--- src/hw/ppp_pkg.sv ---
`default_nettype none

package ppp_pkg;

  // ------------------------------------------------------------
  // register map
  // ------------------------------------------------------------
  localparam logic [1:0] OFF_DATA = 2'h0;
  localparam logic [1:0] OFF_STATUS = 2'h1;
  localparam logic [1:0] OFF_CONTROL = 2'h2;
  localparam logic [7:0] UNMAPPED_VAL = 8'h00;

  // ------------------------------------------------------------
  // field positions and constant bits
  // ------------------------------------------------------------
  localparam int CT_DIR_BIT = 5;
  localparam int CT_IRQEN_BIT = 4;
  localparam int CT_SEL_BIT = 3;
  localparam int CT_INIT_BIT = 2;
  localparam int CT_AUTOFD_BIT = 1;
  localparam int CT_STROBE_BIT = 0;
  localparam int CT_W = 6;
  localparam logic [5:0] CTRL_RESET = 6'h00;
  localparam logic [2:0] CTRL_RB_UNUSED = 3'h0;
  localparam logic [2:0] STAT_UNUSED = 3'h0;

  // ------------------------------------------------------------
  // timing, in ns and in 100 ns clock cycles
  // ------------------------------------------------------------
  localparam int CLK_PERIOD_NS = 100;
  localparam int STROBE_MIN_NS = 500;
  localparam int SETUP_MIN_NS = 500;
  localparam int HOLD_MIN_NS = 500;
  localparam int INIT_MIN_NS = 50000;
  localparam int STROBE_CYC = (STROBE_MIN_NS + CLK_PERIOD_NS - 1) / CLK_PERIOD_NS;
  localparam int SETUP_CYC = (SETUP_MIN_NS + CLK_PERIOD_NS - 1) / CLK_PERIOD_NS;
  localparam int HOLD_CYC = (HOLD_MIN_NS + CLK_PERIOD_NS - 1) / CLK_PERIOD_NS;
  localparam int INIT_CYC = (INIT_MIN_NS + CLK_PERIOD_NS - 1) / CLK_PERIOD_NS;
  localparam int CNT_W = 10;
  localparam int FIFO_DEPTH = 32;
  localparam int DATA_W = 8;

  // ------------------------------------------------------------
  // carriers
  // ------------------------------------------------------------
  typedef struct packed {
    logic wr;
    logic rd;
    logic [1:0] addr;
    logic [7:0] wdata;
  } ppp_bus_req_type;

  typedef struct packed {
    logic busy;
    logic ack_n;
    logic paper_end;
    logic selected;
    logic error_n;
  } ppp_stat_pins_type;

  typedef struct packed {
    logic strobe_n;
    logic autofd_n;
    logic init_n;
    logic select_in_n;
  } ppp_ctl_pins_type;

  typedef enum logic [1:0] {
    STB_IDLE = 2'h0,
    STB_SETUP = 2'h1,
    STB_PULSE = 2'h3,
    STB_HOLD = 2'h2
  } ppp_stb_state_type;

endpackage

`default_nettype wire

--- src/hw/ppp_fifo.sv ---
`default_nettype none

module ppp_fifo #(
  parameter int WIDTH = 8,
  parameter int DEPTH = 32
) (
  input wire logic clk_in,
  input wire logic nrst_in,
  input wire logic in_valid_in,
  output logic in_ready_out,
  input wire logic [WIDTH-1:0] in_data_in,
  output logic out_valid_out,
  input wire logic out_ready_in,
  output logic [WIDTH-1:0] out_data_out
);

  localparam int AW = (DEPTH > 1) ? $clog2(DEPTH) : 1;
  localparam int CW = $clog2(DEPTH + 1);

  typedef struct packed {
    logic [DEPTH-1:0][WIDTH-1:0] mem;
    logic [AW-1:0] wp;
    logic [AW-1:0] rp;
    logic [CW-1:0] count;
    logic ready;
  } ppp_fifo_state_type;

  ppp_fifo_state_type s_r;
  ppp_fifo_state_type s_nxt;
  logic push;
  logic pop;

  // wrap explicitly so depths that are not powers of two work too
  function automatic logic [AW-1:0] next_ptr(input logic [AW-1:0] p);
    next_ptr = (p == AW'(DEPTH - 1)) ? '0 : p + 1'b1;
  endfunction

  assign push = in_valid_in && s_r.ready;
  assign pop = out_ready_in && (s_r.count != '0);

  always_comb
  begin
    s_nxt = s_r;
    if (push)
    begin
      s_nxt.mem[s_r.wp] = in_data_in;
      s_nxt.wp = next_ptr(s_r.wp);
    end
    if (pop)
    begin
      s_nxt.rp = next_ptr(s_r.rp);
    end
    if (push && !pop)
    begin
      s_nxt.count = s_r.count + 1'b1;
    end
    else if (pop && !push)
    begin
      s_nxt.count = s_r.count - 1'b1;
    end
    // ready is held in a flop so the producer sees no combinational path
    s_nxt.ready = (s_nxt.count != CW'(DEPTH));
  end

  always_ff @(posedge clk_in or negedge nrst_in)
  begin
    if (!nrst_in)
    begin
      s_r <= '0;
      s_r.ready <= 1'b1;
    end
    else
    begin
      s_r <= s_nxt;
    end
  end

  assign in_ready_out = s_r.ready;
  assign out_valid_out = (s_r.count != '0);
  assign out_data_out = s_r.mem[s_r.rp];

endmodule

`default_nettype wire

--- src/hw/ppp_port.sv ---
`default_nettype none

module ppp_port #(
  parameter int DEPTH = ppp_pkg::FIFO_DEPTH,
  parameter int SETUP_CYC = ppp_pkg::SETUP_CYC,
  parameter int STROBE_CYC = ppp_pkg::STROBE_CYC,
  parameter int HOLD_CYC = ppp_pkg::HOLD_CYC,
  parameter int INIT_CYC = ppp_pkg::INIT_CYC
) (
  input wire logic clk_in,
  input wire logic nrst_in,
  input wire ppp_pkg::ppp_bus_req_type bus_in,
  output logic [7:0] rdata_out,
  output logic wr_ready_out,
  input wire ppp_pkg::ppp_stat_pins_type stat_pins_in,
  output ppp_pkg::ppp_ctl_pins_type ctl_pins_out,
  input wire logic [7:0] data_in,
  output logic [7:0] data_out,
  output logic data_oe_out,
  output logic irq_out
);

  localparam int CW = ppp_pkg::CNT_W;

  typedef struct packed {
    ppp_pkg::ppp_stat_pins_type stat_meta;
    ppp_pkg::ppp_stat_pins_type stat_sync;
    logic ack_prev;
    logic [7:0] data_meta;
    logic [7:0] data_sync;
    logic [ppp_pkg::CT_W-1:0] ctrl;
    logic [7:0] latch;
    logic loaded;
    ppp_pkg::ppp_stb_state_type st;
    logic [CW-1:0] cnt;
    logic [CW-1:0] stab;
    logic [CW-1:0] init_cnt;
    ppp_pkg::ppp_ctl_pins_type pins;
    logic data_oe;
    logic irq;
    logic [7:0] rdata;
  } ppp_port_state_type;

  ppp_port_state_type s_r;
  ppp_port_state_type s_nxt;
  logic fifo_push;
  logic fifo_valid;
  logic fifo_pop;
  logic fifo_ready;
  logic [7:0] fifo_data;

  // ------------------------------------------------------------
  // helpers
  // ------------------------------------------------------------
  // counters stick at all ones rather than wrap back to zero
  function automatic logic [CW-1:0] sat_inc(input logic [CW-1:0] v);
    sat_inc = (v == '1) ? v : v + 1'b1;
  endfunction

  function automatic logic reached(input logic [CW-1:0] v, input int cyc);
    reached = (v >= CW'(cyc - 1));
  endfunction

  function automatic logic [7:0] read_value(
    input logic [1:0] addr,
    input ppp_port_state_type s
  );
    case (addr)
      ppp_pkg::OFF_DATA:
        read_value = s.ctrl[ppp_pkg::CT_DIR_BIT] ? s.data_sync : s.latch;
      ppp_pkg::OFF_STATUS:
        read_value = {s.stat_sync.busy,
                      s.stat_sync.ack_n,
                      s.stat_sync.paper_end,
                      s.stat_sync.selected,
                      s.stat_sync.error_n,
                      ppp_pkg::STAT_UNUSED};
      ppp_pkg::OFF_CONTROL:
        // direction bit is hidden behind the constant upper bits
        read_value = {ppp_pkg::CTRL_RB_UNUSED, s.ctrl[4:0]};
      default:
        read_value = ppp_pkg::UNMAPPED_VAL;
    endcase
  endfunction

  // ------------------------------------------------------------
  // data buffer
  // ------------------------------------------------------------
  // writes at offset zero queue here; a full buffer drops the write
  assign fifo_push = bus_in.wr && (bus_in.addr == ppp_pkg::OFF_DATA);
  assign fifo_pop = (s_r.st == ppp_pkg::STB_IDLE) && fifo_valid
                    && !s_r.ctrl[ppp_pkg::CT_STROBE_BIT] && !s_r.loaded;

  ppp_fifo #(
    .WIDTH(ppp_pkg::DATA_W),
    .DEPTH(DEPTH)
  ) u_fifo (
    .clk_in(clk_in),
    .nrst_in(nrst_in),
    .in_valid_in(fifo_push),
    .in_ready_out(fifo_ready),
    .in_data_in(bus_in.wdata),
    .out_valid_out(fifo_valid),
    .out_ready_in(fifo_pop),
    .out_data_out(fifo_data)
  );

  // ------------------------------------------------------------
  // next state
  // ------------------------------------------------------------
  always_comb
  begin
    s_nxt = s_r;
    // pins are asynchronous: two flops before anything looks
    s_nxt.stat_meta = stat_pins_in;
    s_nxt.stat_sync = s_r.stat_meta;
    s_nxt.data_meta = data_in;
    s_nxt.data_sync = s_r.data_meta;
    s_nxt.ack_prev = s_r.stat_sync.ack_n;

    if (bus_in.wr && (bus_in.addr == ppp_pkg::OFF_CONTROL))
    begin
      s_nxt.ctrl = bus_in.wdata[ppp_pkg::CT_W-1:0];
    end
    if (bus_in.rd)
    begin
      s_nxt.rdata = read_value(bus_in.addr, s_r);
    end

    s_nxt.irq = s_r.ctrl[ppp_pkg::CT_IRQEN_BIT]
                && s_r.stat_sync.ack_n && !s_r.ack_prev;

    s_nxt.stab = sat_inc(s_r.stab);
    s_nxt.cnt = sat_inc(s_r.cnt);

    case (s_r.st)
      ppp_pkg::STB_IDLE:
      begin
        if (s_r.ctrl[ppp_pkg::CT_STROBE_BIT])
        begin
          s_nxt.st = ppp_pkg::STB_SETUP;
        end
        // the latch keeps its byte until a strobe has taken it, so no queued byte is skipped
        else if (fifo_valid && !s_r.loaded)
        begin
          s_nxt.latch = fifo_data;
          s_nxt.loaded = 1'b1;
          s_nxt.stab = '0;
        end
      end
      ppp_pkg::STB_SETUP:
      begin
        // a strobe request withdrawn before it fires is simply dropped
        if (!s_r.ctrl[ppp_pkg::CT_STROBE_BIT])
        begin
          s_nxt.st = ppp_pkg::STB_IDLE;
        end
        else if (reached(s_r.stab, SETUP_CYC) && !s_r.stat_sync.busy)
        begin
          s_nxt.pins.strobe_n = 1'b0;
          s_nxt.cnt = '0;
          s_nxt.st = ppp_pkg::STB_PULSE;
        end
      end
      ppp_pkg::STB_PULSE:
      begin
        // stretched to the least width even if software clears early
        if (reached(s_r.cnt, STROBE_CYC) && !s_r.ctrl[ppp_pkg::CT_STROBE_BIT])
        begin
          s_nxt.pins.strobe_n = 1'b1;
          s_nxt.cnt = '0;
          s_nxt.st = ppp_pkg::STB_HOLD;
        end
      end
      ppp_pkg::STB_HOLD:
      begin
        if (reached(s_r.cnt, HOLD_CYC))
        begin
          s_nxt.st = ppp_pkg::STB_IDLE;
          s_nxt.loaded = 1'b0;
        end
      end
      default:
      begin
        s_nxt.st = ppp_pkg::STB_IDLE;
        s_nxt.pins.strobe_n = 1'b1;
      end
    endcase

    // initialize: active while the bit is zero, then held out to the least width
    if (!s_r.ctrl[ppp_pkg::CT_INIT_BIT])
    begin
      s_nxt.init_cnt = '0;
      s_nxt.pins.init_n = 1'b0;
    end
    else
    begin
      s_nxt.init_cnt = sat_inc(s_r.init_cnt);
      s_nxt.pins.init_n = reached(s_r.init_cnt, INIT_CYC);
    end

    s_nxt.pins.select_in_n = !s_r.ctrl[ppp_pkg::CT_SEL_BIT];
    s_nxt.pins.autofd_n = !s_r.ctrl[ppp_pkg::CT_AUTOFD_BIT];
    s_nxt.data_oe = !s_r.ctrl[ppp_pkg::CT_DIR_BIT];
  end

  // ------------------------------------------------------------
  // state register
  // ------------------------------------------------------------
  always_ff @(posedge clk_in or negedge nrst_in)
  begin
    if (!nrst_in)
    begin
      s_r <= '0;
      s_r.ctrl <= ppp_pkg::CTRL_RESET;
      s_r.st <= ppp_pkg::STB_IDLE;
      s_r.pins.strobe_n <= 1'b1;
      s_r.pins.autofd_n <= 1'b1;
      s_r.pins.init_n <= 1'b0;
      s_r.pins.select_in_n <= 1'b1;
      s_r.data_oe <= 1'b1;
      // idle acknowledge level, so no false rising edge follows reset
      s_r.stat_meta.ack_n <= 1'b1;
      s_r.stat_sync.ack_n <= 1'b1;
      s_r.ack_prev <= 1'b1;
    end
    else
    begin
      s_r <= s_nxt;
    end
  end

  // ------------------------------------------------------------
  // outputs
  // ------------------------------------------------------------
  assign rdata_out = s_r.rdata;
  assign wr_ready_out = fifo_ready;
  assign ctl_pins_out = s_r.pins;
  assign data_out = s_r.latch;
  assign data_oe_out = s_r.data_oe;
  assign irq_out = s_r.irq;

endmodule

`default_nettype wire

--- config.mk ---
export PLATFORM = sky130hd
export DESIGN_NAME = ppp_port
export DESIGN_NICKNAME = d
export VERILOG_FILES = /design/src/hw/ppp_pkg.sv /design/src/hw/ppp_fifo.sv /design/src/hw/ppp_port.sv
export SDC_FILE = /design/constraint.sdc
export NUM_CORES = 1
export LEC_CHECK = 0
export ABC_AREA = 1
export BUFFER_PORTS_ARGS = -buffer_cell sky130_fd_sc_hd__buf_4
export CAP_MARGIN = 10
export CORE_MARGIN = 2
export CORE_UTILIZATION = 50
export CTS_CLUSTER_DIAMETER = 30
export DETAILED_ROUTE_END_ITERATION = 16
export PLACE_DENSITY = 0.74
export SKIP_LAST_GASP = 1
export SLEW_MARGIN = 40
export SYNTH_ARGS = -nofsm -noshare
export SYNTH_HDL_FRONTEND = slang
export SYNTH_SLANG_ARGS = --single-unit
--- constraint.sdc ---
create_clock -name clk_in -period 2.3 [get_ports clk_in]
set_clock_uncertainty 0.15 [all_clocks]
set_input_delay 0.46 -clock clk_in [delete_from_list [all_inputs] [get_ports clk_in]]
set_output_delay 0.46 -clock clk_in [all_outputs]
set_load 0.05 [all_outputs]
==> results of run 1 <==
flip-flops by register name (all words and copies together), names as in the netlist:
signal,cells
ctl_pins_out,4
data_oe_out,1
data_out,8
irq_out,1
rdata_out,8
s_nxt,14
s_r,52
u_fifo.in_ready_out,1
u_fifo.s_r,272
critical path: stages (launching register included):
cell and delay [ns]:
dfrtp_2 0.44, inv_2 0.26, buf_4 0.24, nor3_1 0.06, nor3_1 0.25, nand2_1 0.09
nand2_1 0.17, nand2_1 0.08, nand3_1 0.13, nand3_1 0.21, nand2_1 0.11
repair_timing:
item | in CTS | in global routing
gates resized for setup | 0 | 2
endpoints found under the setup margin | 0 | 2
hold endpoints to repair | 53 | 0
hold buffers | 14 | 0
cells by family (layout without fill, tap and decap cells):
logic type	Yosys count	after routing	synth area share, %
flip-flops	361	361	54.1
AND/OR/NAND/NOR	797	797	20.4
AO/OA/AOI/OAI	503	503	15.6
adder cells (fa/ha/maj)	15	15	1.12
XOR/XNOR	10	10	0.524
multiplexers	5	5	0.337
buffers and inverters	305	418	7.86
per-layer routing:
metal | part of all wire, % | wire length (µm)
met1 | 42 | 19600
met2 | 45 | 21500
met3 | 8.8 | 4150
met4 | 4.1 | 1950
met5 | 0 | 0
worst max-delay path by stage:
stage	startpoint	end	slack, ns	depth (start not counted)
after global routing	u_fifo.s_r[8]	data_out[2]	0.008	10
after global placement	bus_in[8]	u_fifo.s_r[148]	0.19	9
final	u_fifo.s_r[8]	data_out[2]	0.04	10
after floorplan	u_fifo.in_ready_out	u_fifo.s_r[262]	0.41	10
after CTS	u_fifo.s_r[8]	data_out[2]	0.13	10
after detailed placement	u_fifo.s_r[8]	data_out[2]	0.17	10
cells in the mapped netlist (22+ instances only):
cell / number
o211ai_1: 22
a21oi_1: 182
buf_2: 51
o21ai_0: 277
inv_1: 157
clkbuf_1: 51
nand2_1: 367
nor3_1: 79
dfrtp_1: 353
nor2_1: 220
nand3_1: 89
buf_4: 27
cell type report:
class                           count  area, µm²
Tap cell                          442        553
Sequential cell                   361       9050
Clock inverter                     48        634
Clock buffer                       94       2170
Fill cell                        2669      12300
Multi-Input combinational cell   1330       6370
Inverter                          166        628
Timing Repair Buffer              110       1020
cell usage in the layout (no fill, tap or decap), types with 8 or more instances in the layout:
master	count
a21oi_1	182
clkinv_2	10
nand2_1	366
dlygate4sd3_1	14
bufinv_16	12
nor2_2	11
dfstp_2	8
nor2_1	220
xor2_1	10
nor3_1	79
nor2_4	15
a31oi_1	8
clkinv_4	12
clkinvlp_4	9
o21ai_0	277
buf_12	12
clkbuf_16	82
nand3_1	89
dfrtp_1	350
inv_1	156
buf_4	83
ha_1	15
o211ai_1	22
power by group through the flow:
stage	combinational, mW	clock [mW]	sequential, mW
after floorplan	6.30	0	9.20
after global placement	8.37	0	9.51
after detailed placement	8.61	0	9.57
after CTS	8.78	11.8	9.50
after global routing	9.85	12.2	9.74
final	8.91	11.7	9.55
per-stage QoR:
stage	instances	power (mW)	hold slack, ns	instance area, µm²	util [%]
2_1_floorplan	1996	15.5	0.0144	16700	-
3_3_place_gp	2395	17.9	0.183	17500	53.4
3_5_place_dp	2395	18.2	0.185	17500	53.4
4_1_cts	2551	30.1	0.0341	20400	62.4
5_1_grt	2551	31.8	0.0546	20400	62.4
6_report	2551	30.2	0.0514	20400	62.4
==> impl_metrics.ini, run 1 <==
[run_status]
status = finished clean

[drt]
drt_iter0_markers = 1527
drtPass1Iterations = 8
via_per_inst = 5.66
wirelength_um = 47200
wl_per_cell_um = 18.5
drt_drc_violations_left = 0
ant_nets = 0
vias = 14449

[die]
rows = 66
core_um2 = 32700
die_width_um = 187
ios = 50
start_util_pct = 51.1
die_area_um2 = 34900
fp.dieH_um = 187

[power_and_ir_drop]
power.internal_mw = 19.4
p_seq_share_pct = 31.6
pwr_density_cell_nw_per_um2 = 1480
p_comb_share_pct = 29.5
swShare_pct = 35.8
peakVddDrop_mv = 0.719
power.leakage_nw = 9.67
p_sw_mw = 10.8
clkPwrFrac_pct = 38.9

[sta]
tns_ns = 0
max-slew-margin-rel_pct = 62.7
rsz0062_at_grt = no
drv_slew = 0
period_minus_slack_ns = 2.26
fmax_mhz = 442
finalHoldViolCount = 0
final.setup.worst_slack_ns = 0.0364
finalCritPeriodShare_pct = 98.4
setup-violations-final = 0
tightest_slew_ns = 0.559

[clock_network]
cts_buffer_depth = 3
clock-sinks = 361
root_buffer = clkbuf_16
numCtsBuffers = 78
cts.htree.levels = 3
cts_tree = done
insertion_delay_ns = 0.57
post_cts_buffers = 0
clk_pin_slew_ns = 0.05

[placement]
io_buffers = 49
gp_congestion = 0.923
pre_cts_ws_ns = 0.168
dp_hpwl_um = 28900

[grt]
grt_pass1_vias = 14098
met2_usage_pct = 42.3
grt.overflow.total = 0
grt_antenna_before_repair = 0
busiest_layer = met2
grtUsageTotal_pct = 27.4
gr-usage-met1_pct = 37.1
grt_first_pass_wirelength_um = 76100
grt_use_met3_pct = 6.23
grt_start_max_net_pins = 101

[worst_setup_path]
required_ns = 2.65
r2r_end = data_out[2]
r2r_start = u_fifo.s_r[8]
startpoint_type = flop
end_kind = flop
crit_arrival_ns = 2.61
crit_fanout = 12
ff2ff_path_depth = 10
r2r_slack_ns = 0.04
criticalPathCategory = reg -> reg

[layout]
areaGrowthSynthToFinish_pct = 22.1
drive_above_1_share_pct = 13.8
nNetsFinal = 2089
diodes = 0

[run]
drv_cap = 0

[synth]
async_flop_share_pct = 100
synth_area_leaders = dfrtp_1, o21ai_0, nand2_1
syn_inst = 1996
synth_top_cell_by_area = dfrtp_1
synth_edf_count = 0
yosysUniqueCellTypes = 37
avgSynthCellArea_um2 = 8.38
synth_warnings = 0
syn_nets = 2038
synth.top_cell.area_share_pct = 52.8
synth_area_um2 = 16700
seq_area_frac_synth_pct = 54.1
synth_top_flop_cell = dfrtp_1
ys_ff_latch = 361

[worst_hold_path]
hp-class = in -> reg
min_from = bus_in[10]
whs_path_depth = 2
whs_endpoint = rdata_out[6]
Power figures use the tool's default switching activity.
==> inputs of run 2 (changes only) <==
--- a/config.mk
+++ b/config.mk
@@ -13,8 +13,9 @@
 export CTS_CLUSTER_DIAMETER = 30
 export DETAILED_ROUTE_END_ITERATION = 16
 export PLACE_DENSITY = 0.74
+export SETUP_SLACK_MARGIN = 0.05
 export SKIP_LAST_GASP = 1
-export SLEW_MARGIN = 40
+export SLEW_MARGIN = 20
 export SYNTH_ARGS = -nofsm -noshare
 export SYNTH_HDL_FRONTEND = slang
 export SYNTH_SLANG_ARGS = --single-unit
==> impl_metrics.ini, run 2 (same netlist as run 1, synthesis figures left out) <==
[run_status]
status = finished clean

[worst_setup_path]
crit_arrival_ns = 2.54
path_cells = nand2_1 -> buf_12 -> nor2_1 -> nor3_1 -> nand2_1 -> nand2_1 -> nand2_1 -> nand3_1 -> nand3_1 -> nand2_1
cp_slowest_cell = dfrtp_4
crit_fanout = 30
criticalPathCategory = reg -> reg
startpoint_type = flop
required_ns = 2.65
crit_path_max_incr_delay_ns = 0.50
crit_top_cell = nand2_1
end_kind = flop

[sta]
finalCritPeriodShare_pct = 95.2
finalHoldViolCount = 0
fin_hold_ws_ns = 0.0507
tightest_slew_ns = 0.564
period_minus_slack_ns = 2.19
drv_slew = 0
tns_ns = 0
fmax_mhz = 457
rsz0062_at_grt = yes
final.setup.worst_slack_ns = 0.111
setup-violations-final = 0
max-slew-margin-rel_pct = 62.4

[clock_network]
clock-sinks = 361
cts.htree.levels = 3
root_buffer = clkbuf_16
cts_buffer_depth = 3
post_cts_buffers = 0
insertion_delay_ns = 0.57
clk_pin_slew_ns = 0.05
numCtsBuffers = 78
cts_tree = done

[run]
drv_cap = 0

[grt]
grt.overflow.total = 0
grt_pass1_vias = 14098
grt_first_pass_wirelength_um = 76100
grtUsageTotal_pct = 27.4
grt_antenna_before_repair = 0
grt_start_max_net_pins = 101

[placement]
io_buffers = 49
pre_cts_ws_ns = 0.168
dp_hpwl_um = 28900
gp_congestion = 0.923

[worst_hold_path]
hp-class = in -> reg

[power_and_ir_drop]
pwr_density_cell_nw_per_um2 = 1480
peakVddDrop_mv = 0.724
power.leakage_nw = 9.69

[layout]
areaGrowthSynthToFinish_pct = 22.2
nNetsFinal = 2089
layout_commonest_cell = nand2_1
layout_common_cells = nand2_1, dfrtp_1, o21ai_0, nor2_1, a21oi_1
largest_reg_flops = 272
diodes = 0
largest-register = u_fifo.s_r
drive_above_1_share_pct = 13.9

[die]
die_width_um = 187
rows = 66
ios = 50
core_um2 = 32700
fp.dieH_um = 187
die_area_um2 = 34900
start_util_pct = 51.1

[drt]
drt_iter0_markers = 1481
wirelength_um = 47300
ant_nets = 0
drtPass1Iterations = 5
vias = 14394
drt_drc_violations_left = 0
via_per_inst = 5.64
wl_per_cell_um = 18.6
-- run 2: changes by cell type in the layout (fill, tap and decap cells not counted), sizes merged --
cell,delta
clkinv,+1
inv,-1
-- run 2: report_power, final --
group / internal, mW / switching, mW / leakage, nW / total (mW)
sequential: 8.35 / 1.19 / 4.46 / 9.55
combinational: 2.94 / 5.97 / 3.88 / 8.91
clock: 8.07 / 3.65 / 1.35 / 11.7
total: 19.4 / 10.8 / 9.69 / 30.2
-- run 2: per-layer routing --
layer | global-route usage, % | routed length [µm] | vias to the layer above
met5 | 0 | 0 | -
met4 | 12.1 | 1950 | 0
met3 | 6.23 | 4080 | 160
met2 | 42.3 | 21600 | 684
met1 | 37.1 | 19700 | 6913
li1 | - | - | 6637
-- run 2: worst max-delay path: cells and delay by family, from the launching register on --
family / cells / cell delay (ns)
and+or+nand+nor: 9 / 1.25
DFF: 1 / 0.50
buffers and inverters: 1 / 0.22
-- run 2: timing repair --
item | 4_1_cts | 5_1_grt
hold endpoints to repair | 53 | 0
hold buffers | 14 | 0
gates resized for setup | 0 | 5
endpoints found under the setup margin | 0 | 18
-- run 2: final timing paths --
path                                from         endpoint  slack (ns)  depth (start not counted)
max reg2reg                u_fifo.s_r[7]      data_out[2]        0.11                         10
min in group asynchronous        nrst_in          s_r[36]        0.27                          2
min reg2reg                    s_nxt[82]          s_r[82]        0.19                          0
min                           bus_in[10]     rdata_out[0]        0.05                          2
max                        u_fifo.s_r[7]      data_out[2]        0.11                         10
max in group asynchronous        nrst_in  ctl_pins_out[0]        0.98                          3
-- run 2: layout make-up --
cell class / instances / area (µm²)
sequential: 361 / 9050
fill: 2667 / 12300
tap: 442 / 553
clock buffer: 94 / 2170
clock inverter: 48 / 634
multi-input combinational: 1330 / 6380
inverter: 166 / 629
timing repair buffer: 110 / 1020
-- run 2: through the flow --
step | utilization, % | cell area [µm²] | power, mW | instances
finish | 62.5 | 20400 | 30.2 | 2551
global placement | 53.4 | 17500 | 17.9 | 2395
floorplan | - | 16700 | 15.5 | 1996
CTS | 62.4 | 20400 | 30.1 | 2551
global route | 62.5 | 20400 | 31.8 | 2551
detailed placement | 53.4 | 17500 | 18.2 | 2395
